File: src/logic/guard_consts.vh
// register map, field positions and reset values for the write guard
`ifndef GUARD_CONSTS_VH
`define GUARD_CONSTS_VH

`define ADDR_WAIT_CTRL 32'hFFFFF06E
`define ADDR_PROTECT_CMD 32'hFFFFF1FC
`define ADDR_SYS_STATUS 32'hFFFFF802
`define ADDR_POWER_SAVE 32'hFFFFF1F0
`define ADDR_CPU_CLOCK 32'hFFFFF1F4
`define ADDR_WATCHDOG 32'hFFFFF1F8
`define ADDR_IRQ_STATUS 32'hFFFFF810
`define ADDR_IRQ_MASK 32'hFFFFF814

`define SIZE_BYTE 2'h0
`define SIZE_HALF 2'h1
`define SIZE_WORD 2'h2

`define RST_WAIT_CTRL 8'h77
`define RST_SYS_STATUS 8'h00
`define RST_POWER_SAVE 8'h00
`define RST_CPU_CLOCK 8'h00
`define RST_WATCHDOG 8'h00
`define RST_IRQ_MASK 2'h0
`define CMD_READ_VALUE 8'h00

`define BIT_PROT_ERR 0
`define EVT_ERROR 0
`define EVT_ACCEPT 1
`define EVT_COUNT 2

`define BASE_ACCESS_CLOCKS 5'h03
`define WAIT_FIELD_MSB 3

`endif

File: src/logic/protected_register_write_guard.v
// write guard for the protected control registers and the peripheral wait control
//
// Summary of operation
// (RULE1) power save, cpu clock and watchdog mode registers alone are protected.
// (RULE2) a command write permits only the next protected write; later ones need rearming.
// (RULE3) command register takes byte writes only; reading it gives no stored contents.
// (RULE4) interrupt acknowledge is held off between command write and the next write.
// (RULE5) any value written to the command register arms; the data is ignored.
// (RULE6) protected write without a preceding command write sets the error flag.
// (RULE7) first write after arming to a non-protected register sets the error flag.
// (RULE8) reads between arming and power save or clock write cancel nothing.
// (RULE9) error flag cleared by writing 0 or reset, otherwise sticky.
// (RULE10) writing 0 to the flag right after arming leaves it 0.
// (RULE11) two back-to-back command writes set the error flag.
// (RULE12) status register is 8 bits, reset 0, flag in bit 0, rest read 0.
// (RULE13) protected registers read back directly with no sequence.
// (RULE14) software quiets dma, arms, stores, then runs five no-operations.
// (RULE15) peripheral access is 3 clocks plus the programmed wait count.
// (RULE16) wait control register is 8-bit read/write, resets to 77H.
// (RULE17) software picks one wait at or above 16.6 MHz, none below.
// (RULE18) software programs wait control before any other register.
// (RULE19) any peripheral write consumes the armed state; reset clears it.
//
// Decided for this implementation: the strobed register port.
`timescale 1ns/100ps

`include "guard_consts.vh"

module protected_register_write_guard #(
    parameter DATA_W = 8,
    parameter ADDR_W = 32
) (
    input wire clk_sys_in,
    input wire reset_n_in,
    input wire [ADDR_W-1:0] addr_in,
    input wire [DATA_W-1:0] wdata_in,
    input wire [1:0] size_in,
    input wire bitop_in,
    input wire wr_in,
    input wire rd_in,
    output reg [DATA_W-1:0] rdata_out,
    output wire int_ack_hold_out,
    output wire irq_out,
    output reg [DATA_W-1:0] power_save_ctrl_out,
    output reg [DATA_W-1:0] cpu_clock_ctrl_out,
    output reg [DATA_W-1:0] watchdog_mode_ctrl_out,
    output reg protection_error_flag_out,
    output reg [3:0] periph_waits_out,
    output reg [4:0] access_clocks_out
);

    // address decode
    wire hit_wait;
    wire hit_cmd;
    wire hit_sys;
    wire hit_psc;
    wire hit_pcc;
    wire hit_wdt;
    wire hit_ists;
    wire hit_imsk;
    wire hit_prot;

    assign hit_wait = (addr_in == `ADDR_WAIT_CTRL);
    assign hit_cmd = (addr_in == `ADDR_PROTECT_CMD);
    assign hit_sys = (addr_in == `ADDR_SYS_STATUS);
    assign hit_psc = (addr_in == `ADDR_POWER_SAVE);
    assign hit_pcc = (addr_in == `ADDR_CPU_CLOCK);
    assign hit_wdt = (addr_in == `ADDR_WATCHDOG);
    assign hit_ists = (addr_in == `ADDR_IRQ_STATUS);
    assign hit_imsk = (addr_in == `ADDR_IRQ_MASK);
    assign hit_prot = hit_psc | hit_pcc | hit_wdt; // RULE1

    // a bit-manipulation store arrives as a full-byte write and is judged like one
    wire store_req;
    assign store_req = wr_in | bitop_in; // RULE7

    // guard sequencer states; code 2'b11 is never entered
    localparam [1:0] GUARD_IDLE = 2'b00;
    localparam [1:0] GUARD_ARMED = 2'b01;
    localparam [1:0] GUARD_ARMED_READ = 2'b10;

    // reset image of the status byte; only the flag bit is stored
    localparam [7:0] SYS_STATUS_RESET = `RST_SYS_STATUS;

    // guard state
    reg [1:0] guard_state;
    reg [1:0] next_guard_state;
    wire armed;
    wire read_seen;
    reg [DATA_W-1:0] peripheral_wait_ctrl;
    reg [`EVT_COUNT-1:0] irq_status;
    reg [`EVT_COUNT-1:0] irq_mask;

    wire cmd_byte_wr;
    wire prot_ok;
    wire prot_bad;
    wire nonprot_after_arm;
    wire sys_clear;
    wire set_err;
    wire clr_err;
    wire [`EVT_COUNT-1:0] event_pulse;
    wire wait_wr_ok;
    wire ists_read;

    // only a byte-wide store arms; the data itself is a dummy
    assign cmd_byte_wr = store_req & hit_cmd & (size_in == `SIZE_BYTE); // RULE3 RULE5

    // watchdog write must follow the command write with no read between
    assign prot_ok = store_req & hit_prot & armed & ~(hit_wdt & read_seen); // RULE2 RULE8

    assign prot_bad = store_req & hit_prot & ~prot_ok; // RULE6

    // includes a second command write while armed
    assign nonprot_after_arm = store_req & ~hit_prot & armed; // RULE7 RULE11

    assign sys_clear = store_req & hit_sys & ~wdata_in[`BIT_PROT_ERR]; // RULE9

    assign set_err = prot_bad | nonprot_after_arm;

    // an explicit zero write beats a simultaneous error
    assign clr_err = sys_clear; // RULE10

    assign event_pulse[`EVT_ERROR] = set_err;
    assign event_pulse[`EVT_ACCEPT] = prot_ok;

    // hold off interrupt acknowledge while the guarded store is pending
    assign int_ack_hold_out = armed; // RULE4

    assign armed = (guard_state == GUARD_ARMED) | (guard_state == GUARD_ARMED_READ);
    assign read_seen = (guard_state == GUARD_ARMED_READ);

    assign irq_out = |(irq_status & irq_mask);

    // a half or word store would tear the byte, so only byte stores load it
    assign wait_wr_ok = store_req & hit_wait & (size_in == `SIZE_BYTE); // RULE16

    assign ists_read = rd_in & hit_ists;

    // armed state: set by a command write, consumed by any write
    always @* begin
        next_guard_state = guard_state;
        case (guard_state)
            GUARD_IDLE: begin
                if (cmd_byte_wr) begin
                    next_guard_state = GUARD_ARMED; // RULE2 RULE5
                end
            end
            GUARD_ARMED: begin
                if (store_req) begin
                    // a repeated command write consumes rather than rearms
                    next_guard_state = GUARD_IDLE; // RULE2 RULE11 RULE19
                end else if (rd_in) begin
                    // reads keep the armed state; only the watchdog store cares
                    next_guard_state = GUARD_ARMED_READ; // RULE8
                end
            end
            GUARD_ARMED_READ: begin
                if (store_req) begin
                    next_guard_state = GUARD_IDLE; // RULE19
                end
            end
            default: begin
                // the unused code falls back to idle rather than hanging armed
                next_guard_state = GUARD_IDLE;
            end
        endcase
    end

    always @(posedge clk_sys_in) begin
        if (!reset_n_in) begin
            guard_state <= GUARD_IDLE; // RULE19
        end else begin
            guard_state <= next_guard_state;
        end
    end

    // protected registers
    always @(posedge clk_sys_in) begin
        if (!reset_n_in) begin
            power_save_ctrl_out <= `RST_POWER_SAVE;
            cpu_clock_ctrl_out <= `RST_CPU_CLOCK;
            watchdog_mode_ctrl_out <= `RST_WATCHDOG;
        end else if (prot_ok) begin
            if (hit_psc) begin
                power_save_ctrl_out <= wdata_in; // RULE2
            end
            if (hit_pcc) begin
                cpu_clock_ctrl_out <= wdata_in; // RULE2
            end
            if (hit_wdt) begin
                watchdog_mode_ctrl_out <= wdata_in; // RULE2
            end
        end
    end

    // protection error flag
    always @(posedge clk_sys_in) begin
        if (!reset_n_in) begin
            protection_error_flag_out <= SYS_STATUS_RESET[`BIT_PROT_ERR]; // RULE9 RULE12
        end else if (clr_err) begin
            protection_error_flag_out <= 1'b0; // RULE10
        end else if (set_err) begin
            protection_error_flag_out <= 1'b1; // RULE6 RULE7 RULE11
        end
    end

    // wait control and derived access length
    always @(posedge clk_sys_in) begin
        if (!reset_n_in) begin
            peripheral_wait_ctrl <= `RST_WAIT_CTRL; // RULE16
        end else if (wait_wr_ok) begin
            peripheral_wait_ctrl <= wdata_in; // RULE16
        end
    end

    always @(posedge clk_sys_in) begin
        if (!reset_n_in) begin
            periph_waits_out <= 4'h0;
            access_clocks_out <= `BASE_ACCESS_CLOCKS;
        end else begin
            periph_waits_out <= peripheral_wait_ctrl[`WAIT_FIELD_MSB:0]; // RULE15
            access_clocks_out <= `BASE_ACCESS_CLOCKS
                + {1'b0, peripheral_wait_ctrl[`WAIT_FIELD_MSB:0]}; // RULE15
        end
    end

    // interrupt status, one sticky bit per event
    genvar gi;
    generate
        for (gi = 0; gi < `EVT_COUNT; gi = gi + 1) begin : g_evt
            always @(posedge clk_sys_in) begin
                if (!reset_n_in) begin
                    irq_status[gi] <= 1'b0;
                end else if (event_pulse[gi]) begin
                    // a new event beats the read that clears
                    irq_status[gi] <= 1'b1;
                end else if (ists_read) begin
                    irq_status[gi] <= 1'b0;
                end
            end
        end
    endgenerate

    always @(posedge clk_sys_in) begin
        if (!reset_n_in) begin
            irq_mask <= `RST_IRQ_MASK;
        end else if (store_req && hit_imsk) begin
            irq_mask <= wdata_in[`EVT_COUNT-1:0];
        end
    end

    // read select codes, one per mapped register
    localparam [3:0] RSEL_NONE = 4'h0;
    localparam [3:0] RSEL_WAIT = 4'h1;
    localparam [3:0] RSEL_CMD = 4'h2;
    localparam [3:0] RSEL_SYS = 4'h3;
    localparam [3:0] RSEL_PSC = 4'h4;
    localparam [3:0] RSEL_PCC = 4'h5;
    localparam [3:0] RSEL_WDT = 4'h6;
    localparam [3:0] RSEL_ISTS = 4'h7;
    localparam [3:0] RSEL_IMSK = 4'h8;

    // full status byte; spare bits are tied low so a byte read sees zeros
    wire [7:0] sys_status_image;

    genvar gs;
    generate
        for (gs = 0; gs < 8; gs = gs + 1) begin : g_sys_bit
            if (gs == `BIT_PROT_ERR) begin : g_flag
                assign sys_status_image[gs] = protection_error_flag_out; // RULE12
            end else begin : g_spare
                assign sys_status_image[gs] = 1'b0; // RULE12
            end
        end
    endgenerate

    // read data, valid in the cycle after the strobe only
    reg [3:0] read_sel;
    reg [DATA_W-1:0] next_rdata;

    always @* begin
        read_sel = RSEL_NONE;
        if (rd_in) begin
            if (hit_wait) begin
                read_sel = RSEL_WAIT;
            end else if (hit_cmd) begin
                read_sel = RSEL_CMD;
            end else if (hit_sys) begin
                read_sel = RSEL_SYS;
            end else if (hit_psc) begin
                read_sel = RSEL_PSC;
            end else if (hit_pcc) begin
                read_sel = RSEL_PCC;
            end else if (hit_wdt) begin
                read_sel = RSEL_WDT;
            end else if (hit_ists) begin
                read_sel = RSEL_ISTS;
            end else if (hit_imsk) begin
                read_sel = RSEL_IMSK;
            end
        end
    end

    always @* begin
        next_rdata = {DATA_W{1'b0}};
        case (read_sel)
            RSEL_WAIT: begin
                next_rdata = peripheral_wait_ctrl;
            end
            RSEL_CMD: begin
                // no storage behind the command register
                next_rdata = `CMD_READ_VALUE; // RULE3
            end
            RSEL_SYS: begin
                next_rdata = sys_status_image; // RULE12
            end
            RSEL_PSC: begin
                next_rdata = power_save_ctrl_out; // RULE13
            end
            RSEL_PCC: begin
                next_rdata = cpu_clock_ctrl_out; // RULE13
            end
            RSEL_WDT: begin
                next_rdata = watchdog_mode_ctrl_out; // RULE13
            end
            RSEL_ISTS: begin
                next_rdata[`EVT_COUNT-1:0] = irq_status;
            end
            RSEL_IMSK: begin
                next_rdata[`EVT_COUNT-1:0] = irq_mask;
            end
            default: begin
                // unmapped or idle: the bus reads zero
                next_rdata = {DATA_W{1'b0}};
            end
        endcase
    end

    always @(posedge clk_sys_in) begin
        if (!reset_n_in) begin
            rdata_out <= {DATA_W{1'b0}};
        end else begin
            rdata_out <= next_rdata;
        end
    end

endmodule // protected_register_write_guard

File: config.mk
export PLATFORM = sky130hd
export DESIGN_NAME = protected_register_write_guard
export DESIGN_NICKNAME = d
export VERILOG_FILES = /design/src/logic/protected_register_write_guard.v
export VERILOG_INCLUDE_DIRS = /design/src /design/src/logic
export SDC_FILE = /design/constraint.sdc
export NUM_CORES = 1
export LEC_CHECK = 0
export BUFFER_PORTS_ARGS = -buffer_cell sky130_fd_sc_hd__clkbuf_2
export CORE_ASPECT_RATIO = 1.1
export CORE_MARGIN = 2
export CORE_UTILIZATION = 54
export DETAILED_ROUTE_END_ITERATION = 10
export PLACE_DENSITY_LB_ADDON = 0.3
export SETUP_SLACK_MARGIN = 0.4
export SKIP_LAST_GASP = 1
export SLEW_MARGIN = 5
export SYNTH_ARGS = -nofsm -noshare
export SYNTH_HDL_FRONTEND = slang
export SYNTH_SLANG_ARGS = --single-unit
File: constraint.sdc
create_clock -name clk_sys_in -period 6.6 [get_ports clk_sys_in]
set_input_delay 1.32 -clock clk_sys_in [delete_from_list [all_inputs] [get_ports clk_sys_in]]
set_output_delay 1.32 -clock clk_sys_in [all_outputs]
set_load 0.02 [all_outputs]
==> results of run 1 <==
synth_stat cells (2+ instances only):
master	number	area share
a21boi_0	17	0.046
a21oi_1	4	0.0072
a221oi_1	2	0.0063
a22o_1	7	0.022
a31oi_1	4	0.0091
and2_1	8	0.018
and3_1	4	0.0091
buf_2	4	0.0072
clkbuf_1	6	0.0081
dfxtp_1	56	0.41
ha_1	4	0.018
inv_1	10	0.014
mux2i_1	26	0.094
nand2_1	53	0.072
nand3_1	7	0.013
nand4_1	7	0.016
nand4b_1	2	0.0063
nor2_1	21	0.029
nor2b_1	15	0.034
nor3_1	3	0.0054
nor4_4	3	0.023
nor4b_1	3	0.0095
o21a_1	7	0.019
o21ai_0	5	0.0091
o31ai_1	2	0.0054
or2_1	2	0.0045
or2_2	2	0.0045
xnor2_1	2	0.0063
cells by family after synthesis:
group / after synthesis / share of synthesized area
flops: 56 / 0.406
simple gates: 142 / 0.292
fa+ha+maj: 4 / 0.0181
buf+inv: 20 / 0.0290
xor+xnor: 2 / 0.00634
compound gates: 55 / 0.154
mux: 26 / 0.0942
area by class of cell:
cell class                 count  area, µm²  share of cell area
multi-input combinational    229       1570               0.470
sequential                    56       1120               0.336
timing repair buffer          90        450               0.135
clock buffer                   6       72.6              0.0217
tap                           58       72.6              0.0217
inverter                      10       37.5              0.0112
clock inverter                 2       13.8             0.00412
worst reg2reg max path, stage by stage, from the launching register on:
cell,delay [ps]
dfxtp_1,340
inv_1,80
ha_1,350
nand2_1,150
nor4b_2,980
mux2i_1,300
nor2b_1,70
path summary, 6_finish.rpt:
check / start / end / slack (ps)
hold / removal: peripheral_wait_ctrl[0]$_SDFFE_PN1P_ / access_clocks_out[0]$_SDFF_PN1_ / 480
hold reg to reg: peripheral_wait_ctrl[0]$_SDFFE_PN1P_ / access_clocks_out[0]$_SDFF_PN1_ / 480
setup / recovery: addr_in[9] / cpu_clock_ctrl_out[3]$_SDFFE_PN0P_ / 3070
setup reg to reg: guard_state[0]$_SDFFE_PN0P_ / cpu_clock_ctrl_out[3]$_SDFFE_PN0P_ / 4250
registers in the layout, indices dropped and copies added, names as in the netlist:
signal                     cells
rdata_out                      8
irq_status                     2
power_save_ctrl_out            8
peripheral_wait_ctrl           8
periph_waits_out               4
guard_state                    2
access_clocks_out              5
protection_error_flag_out      1
cpu_clock_ctrl_out             8
watchdog_mode_ctrl_out         8
irq_mask                       2
per-layer routing:
layer  track usage  share of wire
met3        0.0546          0.073
met4        0.0660          0.011
met1         0.299           0.43
met5             0              0
met2         0.419           0.49
power breakdown:
group,switching [mW],internal [mW],total [mW]
sequential,0.000355,0.339,0.340
combinational,0.0247,0.0185,0.0432
clock,0.110,0.0759,0.186
total,0.135,0.434,0.568
==> run summary, run 1 <==
Total GRT Usage - 0.242
Tot Pwr - 568 µW
Finished Core Util - 0.672
DP Worst Slack - 2740 ps
Ys async rst share - 0
R2r worst-path depth - 6
Worst setup margin - 3070 ps
Die Y - 79.0 µm
Post-Syn Instances - 305
CTS Buffer Depth - 2
Crit start category - primary input
Total Nets Final - 443
# hold bufs at CTS - 0
Die W - 72.2 µm
Post-Route Setup TNS - 0 ps
Distinct cells, synth - 47
Port bufs - 90
N_diodes - 0
Gr ovfl total - 0
Critical Path Sink Type - register
Post-DP HPWL - 5030 µm
Clock Latency Late Sink - 310 ps
Global-route wire length before repair - 10900 µm
Hold path cells - 1
Clk root buf - clkbuf_8
Routed via count - 2534
Leak - 1.46 nW
Syn avg cell area - 9.06 µm²
Fillcell total - 420
Clk sink count - 56
Final wirelength - 6750 µm
Clock Skew - 12.9 ps
Critical path peak fanout - 8
Num CTS Buffers - 5
Via count of the first global-routing pass - 2404
Commonest cells after routing, fill and taps aside - 90 x clkbuf_2, 56 x dfxtp_1, 53 x nand2_1
Core area - 4970 µm²
Hold Crit Class - reg2reg
# resized after CTS - 0
Syn-to-layout area delta - 20.7%
Power Dens Cells - 170 nW/µm²
Post-detailed-route wirelength per cell - 15.0 µm
CP bufs+invs - 1
Worst setup path class - in2reg
CTS tree - yes
Routability cong. - 0.857
Initial antenna violation count - 0
VDD IR max - 0.147 mV
CTS clk-pin slew, worst paths - 100 ps
Period minus WS final - 3530 ps
Cell Area, Placed - 3250 µm²
Seq/Total Area, Yosys - 0.406
Post-synth EDFFs - 0
Syn nets - 356
Top delay family on crit path - simple AND/OR/NAND/NOR gates
Fin. Hold Viols - 0
Outcome - complete, no violations
Post-route cell area - 3340 µm²
Antenna Nets Post-Route - 0
Hold_ws - 475 ps
Seq cells post-synth - 56
Largest net degree at the start of global routing - 49
Post-synth design cell area - 2760 µm²
Via density - 5.62
CP cell instances - clkbuf_2 > nand4b_4 > nor4_4 > nand4_2 > nor4b_2 > mux2i_1 > nor2b_1
Residual DRC - 0
CP max-delay cell - nor4b_2
Final worst path period share - 0.535
Slew headroom - 0.216
Starting density of the core - 0.557
Fmax - 283 MHz
Max-cap violations - 0
Final Non-Filler Cells - 451
Final setup viols - 0
Setup Buffers After CTS - 0
Slowest stage delay, CP - 1040 ps
Ys Warns - 0
Worst EP required - 6810 ps
Commonest non-fill, non-tap cell in the layout - clkbuf_2
Critical path depth - 7
Initial DRC count - 167
RSZ-0062 raised after global routing - no
Worst-Margin Slew - 1170 ps
Endpoint arrival time on the critical path - 3740 ps
DRT Pass-1 Iters - 4
Max H-tree Level - 2
Row count - 27
Share of post-route cells with drive strength above 1 - 0.285
Placed Cells - 443
Num ports - 91
Top_reg_cell synth - dfxtp_1
Die area - 5710 µm²
Fin. max-slew vios - 0
Note: power is estimated with default switching activity, not from simulation.
==> run 2: changes to the inputs <==
Settings changed: ABC_AREA from default to 1, CORE_UTILIZATION 54 to 52.
Clock period 6.6 ns to 3.5 ns, I/O delays scaled along.
==> run summary, run 2 <==
Outcome - complete, no violations (unchanged)
Top_reg_cell synth - dfxtp_1 (unchanged)
CTS tree - yes (unchanged)
Global-route wire length before repair - 14100 µm (was 10900 µm)
Commonest non-fill, non-tap cell in the layout - clkbuf_2 (unchanged)
DRT Pass-1 Iters - 5 (was 4)
Distinct cells, synth - 35 (was 47)
CP bufs+invs - 1 (unchanged)
Internal Power - 829 µW (was 434 µW)
CTS Buffer Depth - 2 (unchanged)
Share of post-route cells with drive strength above 1 - 0.258 (was 0.285)
Worst-Margin Slew - 639 ps (was 1170 ps)
Residual DRC - 0 (unchanged)
Area of the multi-input gates - 1750 µm² (was 1570 µm²)
Antenna Nets Post-Route - 0 (unchanged)
Reg area - 1120 µm² (unchanged)
Initial DRC count - 179 (was 167)
Clock Latency Late Sink - 320 ps (was 310 ps)
Most frequent cell after synthesis - nand2_1 (was dfxtp_1)
Die W - 78.7 µm (was 72.2 µm)
Max-cap violations - 0 (unchanged)
RSZ-0062 raised after global routing - no (unchanged)
Post-Route Setup TNS - 0 ps (unchanged)
Fin. Hold Viols - 0 (unchanged)
Critical Path Sink Type - register (unchanged)
Crit start category - primary input (unchanged)
Main combinational cell family by area after synthesis - simple AND/OR/NAND/NOR gates (unchanged)
CP cell instances - clkbuf_2 > nand2_1 > nor2_1 > nand2_1 > nor2_4 > nand2_1 > nor3_2 > nand3_1 > nand2_1 > o211ai_1 (was clkbuf_2 > nand4b_4 > nor4_4 > nand4_2 > nor4b_2 > mux2i_1 > nor2b_1)
Leak - 1.87 nW (was 1.46 nW)
Commonest cells after routing, fill and taps aside - 90 x clkbuf_2, 86 x nand2_1, 60 x nor2_1 (was 90 x clkbuf_2, 56 x dfxtp_1, 53 x nand2_1)
Die area - 6780 µm² (was 5710 µm²)
Num ports - 91 (unchanged)
Total Nets Final - 601 (was 443)
Top-area cell type share of the netlist area - 0.351 (was 0.406)
Top post-synthesis cells by count - 86 x nand2_1, 60 x nor2_1, 56 x dfxtp_1, 56 x inv_1, 32 x a21oi_1 (was 56 x dfxtp_1, 53 x nand2_1, 26 x mux2i_1)
Core area - 5840 µm² (was 4970 µm²)
Sw power - 302 µW (was 135 µW)
Final setup viols - 0 (unchanged)
Ys Warns - 0 (unchanged)
Via count of the first global-routing pass - 3096 (was 2404)
Sw Ratio - 0.267 (was 0.237)
Fillcell total - 547 (was 420)
Port bufs - 90 (unchanged)
Post-synth top area cell - dfxtp_1 (unchanged)
Post-DP HPWL - 6450 µm (was 5030 µm)
Top delay family on crit path - simple AND/OR/NAND/NOR gates (unchanged)
N_diodes - 0 (unchanged)
Compound-gate portion of the synthesized area - 0.162 (was 0.154)
Total GRT Usage - 0.256 (was 0.242)
Power Dens Cells - 302 nW/µm² (was 170 nW/µm²)
Worst EP required - 3670 ps (was 6810 ps)
Mux share of post-synthesis cell area - 0 (was 0.0942)
Seq cells post-synth - 56 (unchanged)
Hold path cells - 2 (was 1)
Comb pwr share - 0.108 (was 0.076)
Seq/Total Area, Yosys - 0.351 (was 0.406)
CP max-delay cell - nand3_1 (was nor4b_2)
Clock Skew - 6.08 ps (was 12.9 ps)
Fmax - 443 MHz
XOR/XNOR Fraction of Synth Area - 0 (was 0.00634)
# hold bufs at CTS - 0 (unchanged)
Via density - 5.28 (was 5.62)
Die Y - 86.2 µm (was 79.0 µm)
Setup Buffers After CTS - 0 (unchanged)
Starting density of the core - 0.546 (was 0.557)
Ys async rst share - 0 (unchanged)
Simple-gate portion of the synthesized area - 0.370 (was 0.292)
Row count - 29 (was 27)
Period minus WS final - 2260 ps
CTS clk-pin slew, worst paths - 110 ps (was 100 ps)
Final worst path period share - 0.645
Sequential share of power - 0.570 (was 0.597)
# resized after CTS - 0 (unchanged)
Fin. max-slew vios - 0 (unchanged)
Slew headroom - 0.572 (was 0.216)
Slowest stage delay, CP - 500 ps (was 1040 ps)
VDD IR max - 0.188 mV (was 0.147 mV)
Clk root buf - clkbuf_8 (unchanged)
Max H-tree Level - 2 (unchanged)
Routed via count - 3317 (was 2534)
Hold Crit Class - reg2reg (unchanged)
Gr ovfl total - 0 (unchanged)
Endpoint arrival time on the critical path - 2430 ps (was 3740 ps)
Syn-to-layout area delta - 17.4% (was 20.7%)
Post-Syn Instances - 465 (was 305)
Num CTS Buffers - 5 (unchanged)
Critical path depth - 10 (was 7)
Post-synth design cell area - 3190 µm² (was 2760 µm²)
Syn nets - 516 (was 356)
R2r worst-path depth - 8 (was 6)
Final wirelength - 8250 µm (was 6750 µm)
Ranking of synthesized cells by area - dfxtp_1 35%, nand2_1 10%, nor2_1 7.1% (was dfxtp_1 41%, mux2i_1 9.4%, nand2_1 7.2%)
Largest net degree at the start of global routing - 36 (was 49)
Most frequent CP cell - nand2_1
Initial antenna violation count - 0 (unchanged)
Post-synth EDFFs - 0 (unchanged)
Clk sink count - 56 (unchanged)
Critical path peak fanout - 16 (was 8)
Tot Pwr - 1.13 mW (was 568 µW)
Worst setup path class - in2reg (unchanged)
Clock power frac - 0.322 (was 0.327)
Syn avg cell area - 6.86 µm² (was 9.06 µm²)
Post-detailed-route wirelength per cell - 13.1 µm (was 15.0 µm)
Routability cong. - 0.944 (was 0.857)
Synth Area in Adders - 0.0157 (was 0.0181)
run 2: final cells by class:
class | instances | share of cell area
Multi-Input combinational cell | 333 | 0.467
Sequential cell | 56 | 0.299
Timing Repair Buffer | 90 | 0.120
Inverter | 64 | 0.0641
Tap cell | 77 | 0.0257
Clock buffer | 5 | 0.0184
Clock inverter | 3 | 0.00568
run 2: power by group through the flow:
stage | Clock (mW) | Sequential (mW) | Combinational (mW)
final | 0.364 | 0.645 | 0.122
after global routing | 0.389 | 0.646 | 0.138
after CTS | 0.370 | 0.645 | 0.122
after detailed placement | 0 | 0.660 | 0.121
after global placement | 0 | 0.659 | 0.119
after floorplan | 0 | 0.664 | 0.0675
run 2: per-layer routing:
| metal | track usage | wire (µm) | vias to the layer above |
|---|---|---|---|
| met5 | 0 | 0 | - |
| met4 | 0.115 | 237 | 0 |
| met3 | 0.0260 | 394 | 18 |
| met2 | 0.443 | 3950 | 97 |
| met1 | 0.321 | 3660 | 1498 |
| li1 | - | - | 1704 |
run 2: cell families after synthesis:
kind of cell,after synthesis
AOI/OAI and AO/OA,87
adders and majority gates,4
buffers and inverters,76
DFF,56
and+or+nand+nor,242
run 2: final timing paths:
check	start	end	slack, ps
setup / recovery	addr_in[25]	peripheral_wait_ctrl[6]$_SDFFE_PN1P_	1240
hold / removal	peripheral_wait_ctrl[7]$_SDFFE_PN0P_	peripheral_wait_ctrl[7]$_SDFFE_PN0P_	470
hold reg to reg	peripheral_wait_ctrl[7]$_SDFFE_PN0P_	peripheral_wait_ctrl[7]$_SDFFE_PN0P_	470
setup reg to reg	guard_state[0]$_SDFFE_PN0P_	power_save_ctrl_out[2]$_SDFFE_PN0P_	1540
run 2: worst min-delay path, cell delays in order, from the launching register on:
cell and delay [ps]:
dfxtp_1 330, inv_1 50, a211oi_1 60
run 2: stage by stage:
stage / instances / hold WS (ps) / area, µm² / worst slack (ps) / utilization
final: 628 / 470 / 3750 / 1240 / 0.641
after global routing: 628 / 502 / 3750 / 955 / 0.641
after CTS: 628 / 468 / 3750 / 1250 / 0.641
after detailed placement: 620 / 446 / 3660 / 900 / 0.626
after global placement: 620 / 426 / 3660 / 883 / 0.626
after floorplan: 465 / 403 / 3190 / 1470 / -
==> run 3: changes to the inputs <==
Clock period 3.5 ns to 2.2 ns, I/O delays scaled along.
==> run summary, run 3 (synthesis results as in run 2) <==
Crit start category - primary input (unchanged)
Fin. max-slew vios - 0 (unchanged)
Residual DRC - 0 (unchanged)
Hold_ws - 379 ps (was 470 ps)
Initial DRC count - 227 (was 179)
Critical path peak fanout - 6 (was 16)
Final setup viols - 0 (unchanged)
Top delay family on crit path - simple AND/OR/NAND/NOR gates (unchanged)
Routed via count - 3470 (was 3317)
Total Nets Final - 619 (was 601)
Num CTS Buffers - 5 (unchanged)
Slowest stage delay, CP - 220 ps (was 500 ps)
Worst setup path class - in2reg (unchanged)
CTS tree - yes (unchanged)
Num ports - 91 (unchanged)
DRT Pass-1 Iters - 5 (unchanged)
Antenna Nets Post-Route - 0 (unchanged)
Leak - 2.05 nW (was 1.87 nW)
Global-route wire length before repair - 14000 µm (was 14100 µm)
Commonest non-fill, non-tap cell in the layout - clkbuf_2 (unchanged)
Commonest cells after routing, fill and taps aside - 82 x clkbuf_2, 81 x nand2_1, 56 x dfxtp_1 (was 90 x clkbuf_2, 86 x nand2_1, 60 x nor2_1)
Die Y - 86.2 µm (unchanged)
Post-Route Setup TNS - 0 ps (unchanged)
Syn-to-layout area delta - 29.0% (was 17.4%)
Starting density of the core - 0.546 (unchanged)
Max H-tree Level - 2 (unchanged)
Slew headroom - 0.578 (was 0.572)
Total GRT Usage - 0.257 (was 0.256)
Routability cong. - 0.929 (was 0.944)
Clock Latency Late Sink - 310 ps (was 320 ps)
Port bufs - 90 (unchanged)
N_diodes - 0 (unchanged)
Clk root buf - clkbuf_8 (unchanged)
Final worst path period share - 0.791
Share of post-route cells with drive strength above 1 - 0.322 (was 0.258)
Fin. Hold Viols - 0 (unchanged)
Clock Skew - 11.3 ps (was 6.08 ps)
CP bufs+invs - 2 (was 1)
Die W - 78.7 µm (unchanged)
Endpoint arrival time on the critical path - 1990 ps (was 2430 ps)
# hold bufs at CTS - 0 (unchanged)
Fmax - 574 MHz
Hold Crit Class - in2reg (was reg2reg)
Initial antenna violation count - 0 (unchanged)
CP max-delay cell - nor2_4 (was nand3_1)
Row count - 29 (unchanged)
Worst-Margin Slew - 632 ps (was 639 ps)
Period minus WS final - 1740 ps
Clk sink count - 56 (unchanged)
CTS clk-pin slew, worst paths - 100 ps (was 110 ps)
Via count of the first global-routing pass - 3074 (was 3096)
Die area - 6780 µm² (unchanged)
Critical Path Sink Type - register (unchanged)
Max-cap violations - 0 (unchanged)
Core area - 5840 µm² (unchanged)
Post-DP HPWL - 6890 µm (was 6450 µm)
Gr ovfl total - 0 (unchanged)
Worst EP required - 2450 ps (was 3670 ps)
Final wirelength - 8940 µm (was 8250 µm)
Via density - 5.37 (was 5.28)
CTS Buffer Depth - 2 (unchanged)
Largest net degree at the start of global routing - 35 (was 36)
VDD IR max - 0.293 mV (was 0.188 mV)
CP cell instances - clkbuf_2 > nand2_1 > nor2_4 > nand3_2 > nor2_4 > nand4_1 > nand2_1 > nand2_4 > clkinv_2 > nand3_1 > o21ai_1 > nor2_1 > nor2_1 (was clkbuf_2 > nand2_1 > nor2_1 > nand2_1 > nor2_4 > nand2_1 > nor3_2 > nand3_1 > nand2_1 > o211ai_1)
RSZ-0062 raised after global routing - yes (was no)
Outcome - complete, no violations (unchanged)
Power Dens Cells - 443 nW/µm² (was 302 nW/µm²)
Post-detailed-route wirelength per cell - 13.8 µm (was 13.1 µm)
run 3: cell count changes in the layout (fill, tap and decap cells not counted), sizes merged:
cell / previous run / this run
buf: 0 / 25
clkbuf: 95 / 87
clkinv: 2 / 4
inv: 64 / 63
run 3: metrics by stage:
stage / power (mW) / instances / setup WS [ps] / area [µm²] / util
after floorplan: 1.16 / 465 / 427 / 3190 / -
after global placement: 1.24 / 630 / 86.5 / 3740 / 0.641
after detailed placement: 1.25 / 630 / 49.6 / 3740 / 0.641
after CTS: 1.81 / 638 / 405 / 3840 / 0.657
after global routing: 1.90 / 646 / 283 / 4120 / 0.705
final: 1.83 / 646 / 459 / 4120 / 0.705
run 3: what timing repair did:
item / CTS / global route
gates cloned: 0 / 1
setup buffers: 0 / 7
pin swaps: 0 / 17
resized for setup: 2 / 56
setup endpoints to repair: 10 / 28
run 3: worst paths after layout:
path	startpoint	to	slack (ps)	depth (start not counted)
max	addr_in[15]	rdata_out[6]$_SDFF_PN0_	460	13
min	wdata_in[0]	protection_error_flag_out$_SDFFE_PP0P_	380	3
min reg2reg	peripheral_wait_ctrl[0]$_SDFFE_PN1P_	access_clocks_out[0]$_SDFF_PN1_	460	1
max reg2reg	guard_state[1]$_SDFFE_PN0P_	watchdog_mode_ctrl_out[4]$_SDFFE_PN0P_	500	10
run 3: layer usage:
| layer | share of wire | global-route usage |
|---|---|---|
| met1 | 0.41 | 0.319 |
| met2 | 0.51 | 0.455 |
| met3 | 0.051 | 0.0240 |
| met4 | 0.029 | 0.112 |
| met5 | 0 | 0 |
run 3: cell type report:
cell class,instances,area (µm²)
multi-input cells,333,1900
fillers,509,1720
flip-flops and latches,56,1120
repair buffers,107,664
inverters,64,245
well taps,77,96.3
clock buffers,5,68.8
clock inverters,3,21.3
repair inverters,1,5.00
run 3: worst min-delay path, stage by stage:
cell      delay, ps
clkbuf_2         90
nor3_1           40
nor2_1           80
run 3: report_power, final:
part	internal, mW	switching, mW	total (mW)
logic	0.0905	0.140	0.230
registers	1.02	0.00386	1.03
clock network	0.227	0.342	0.569
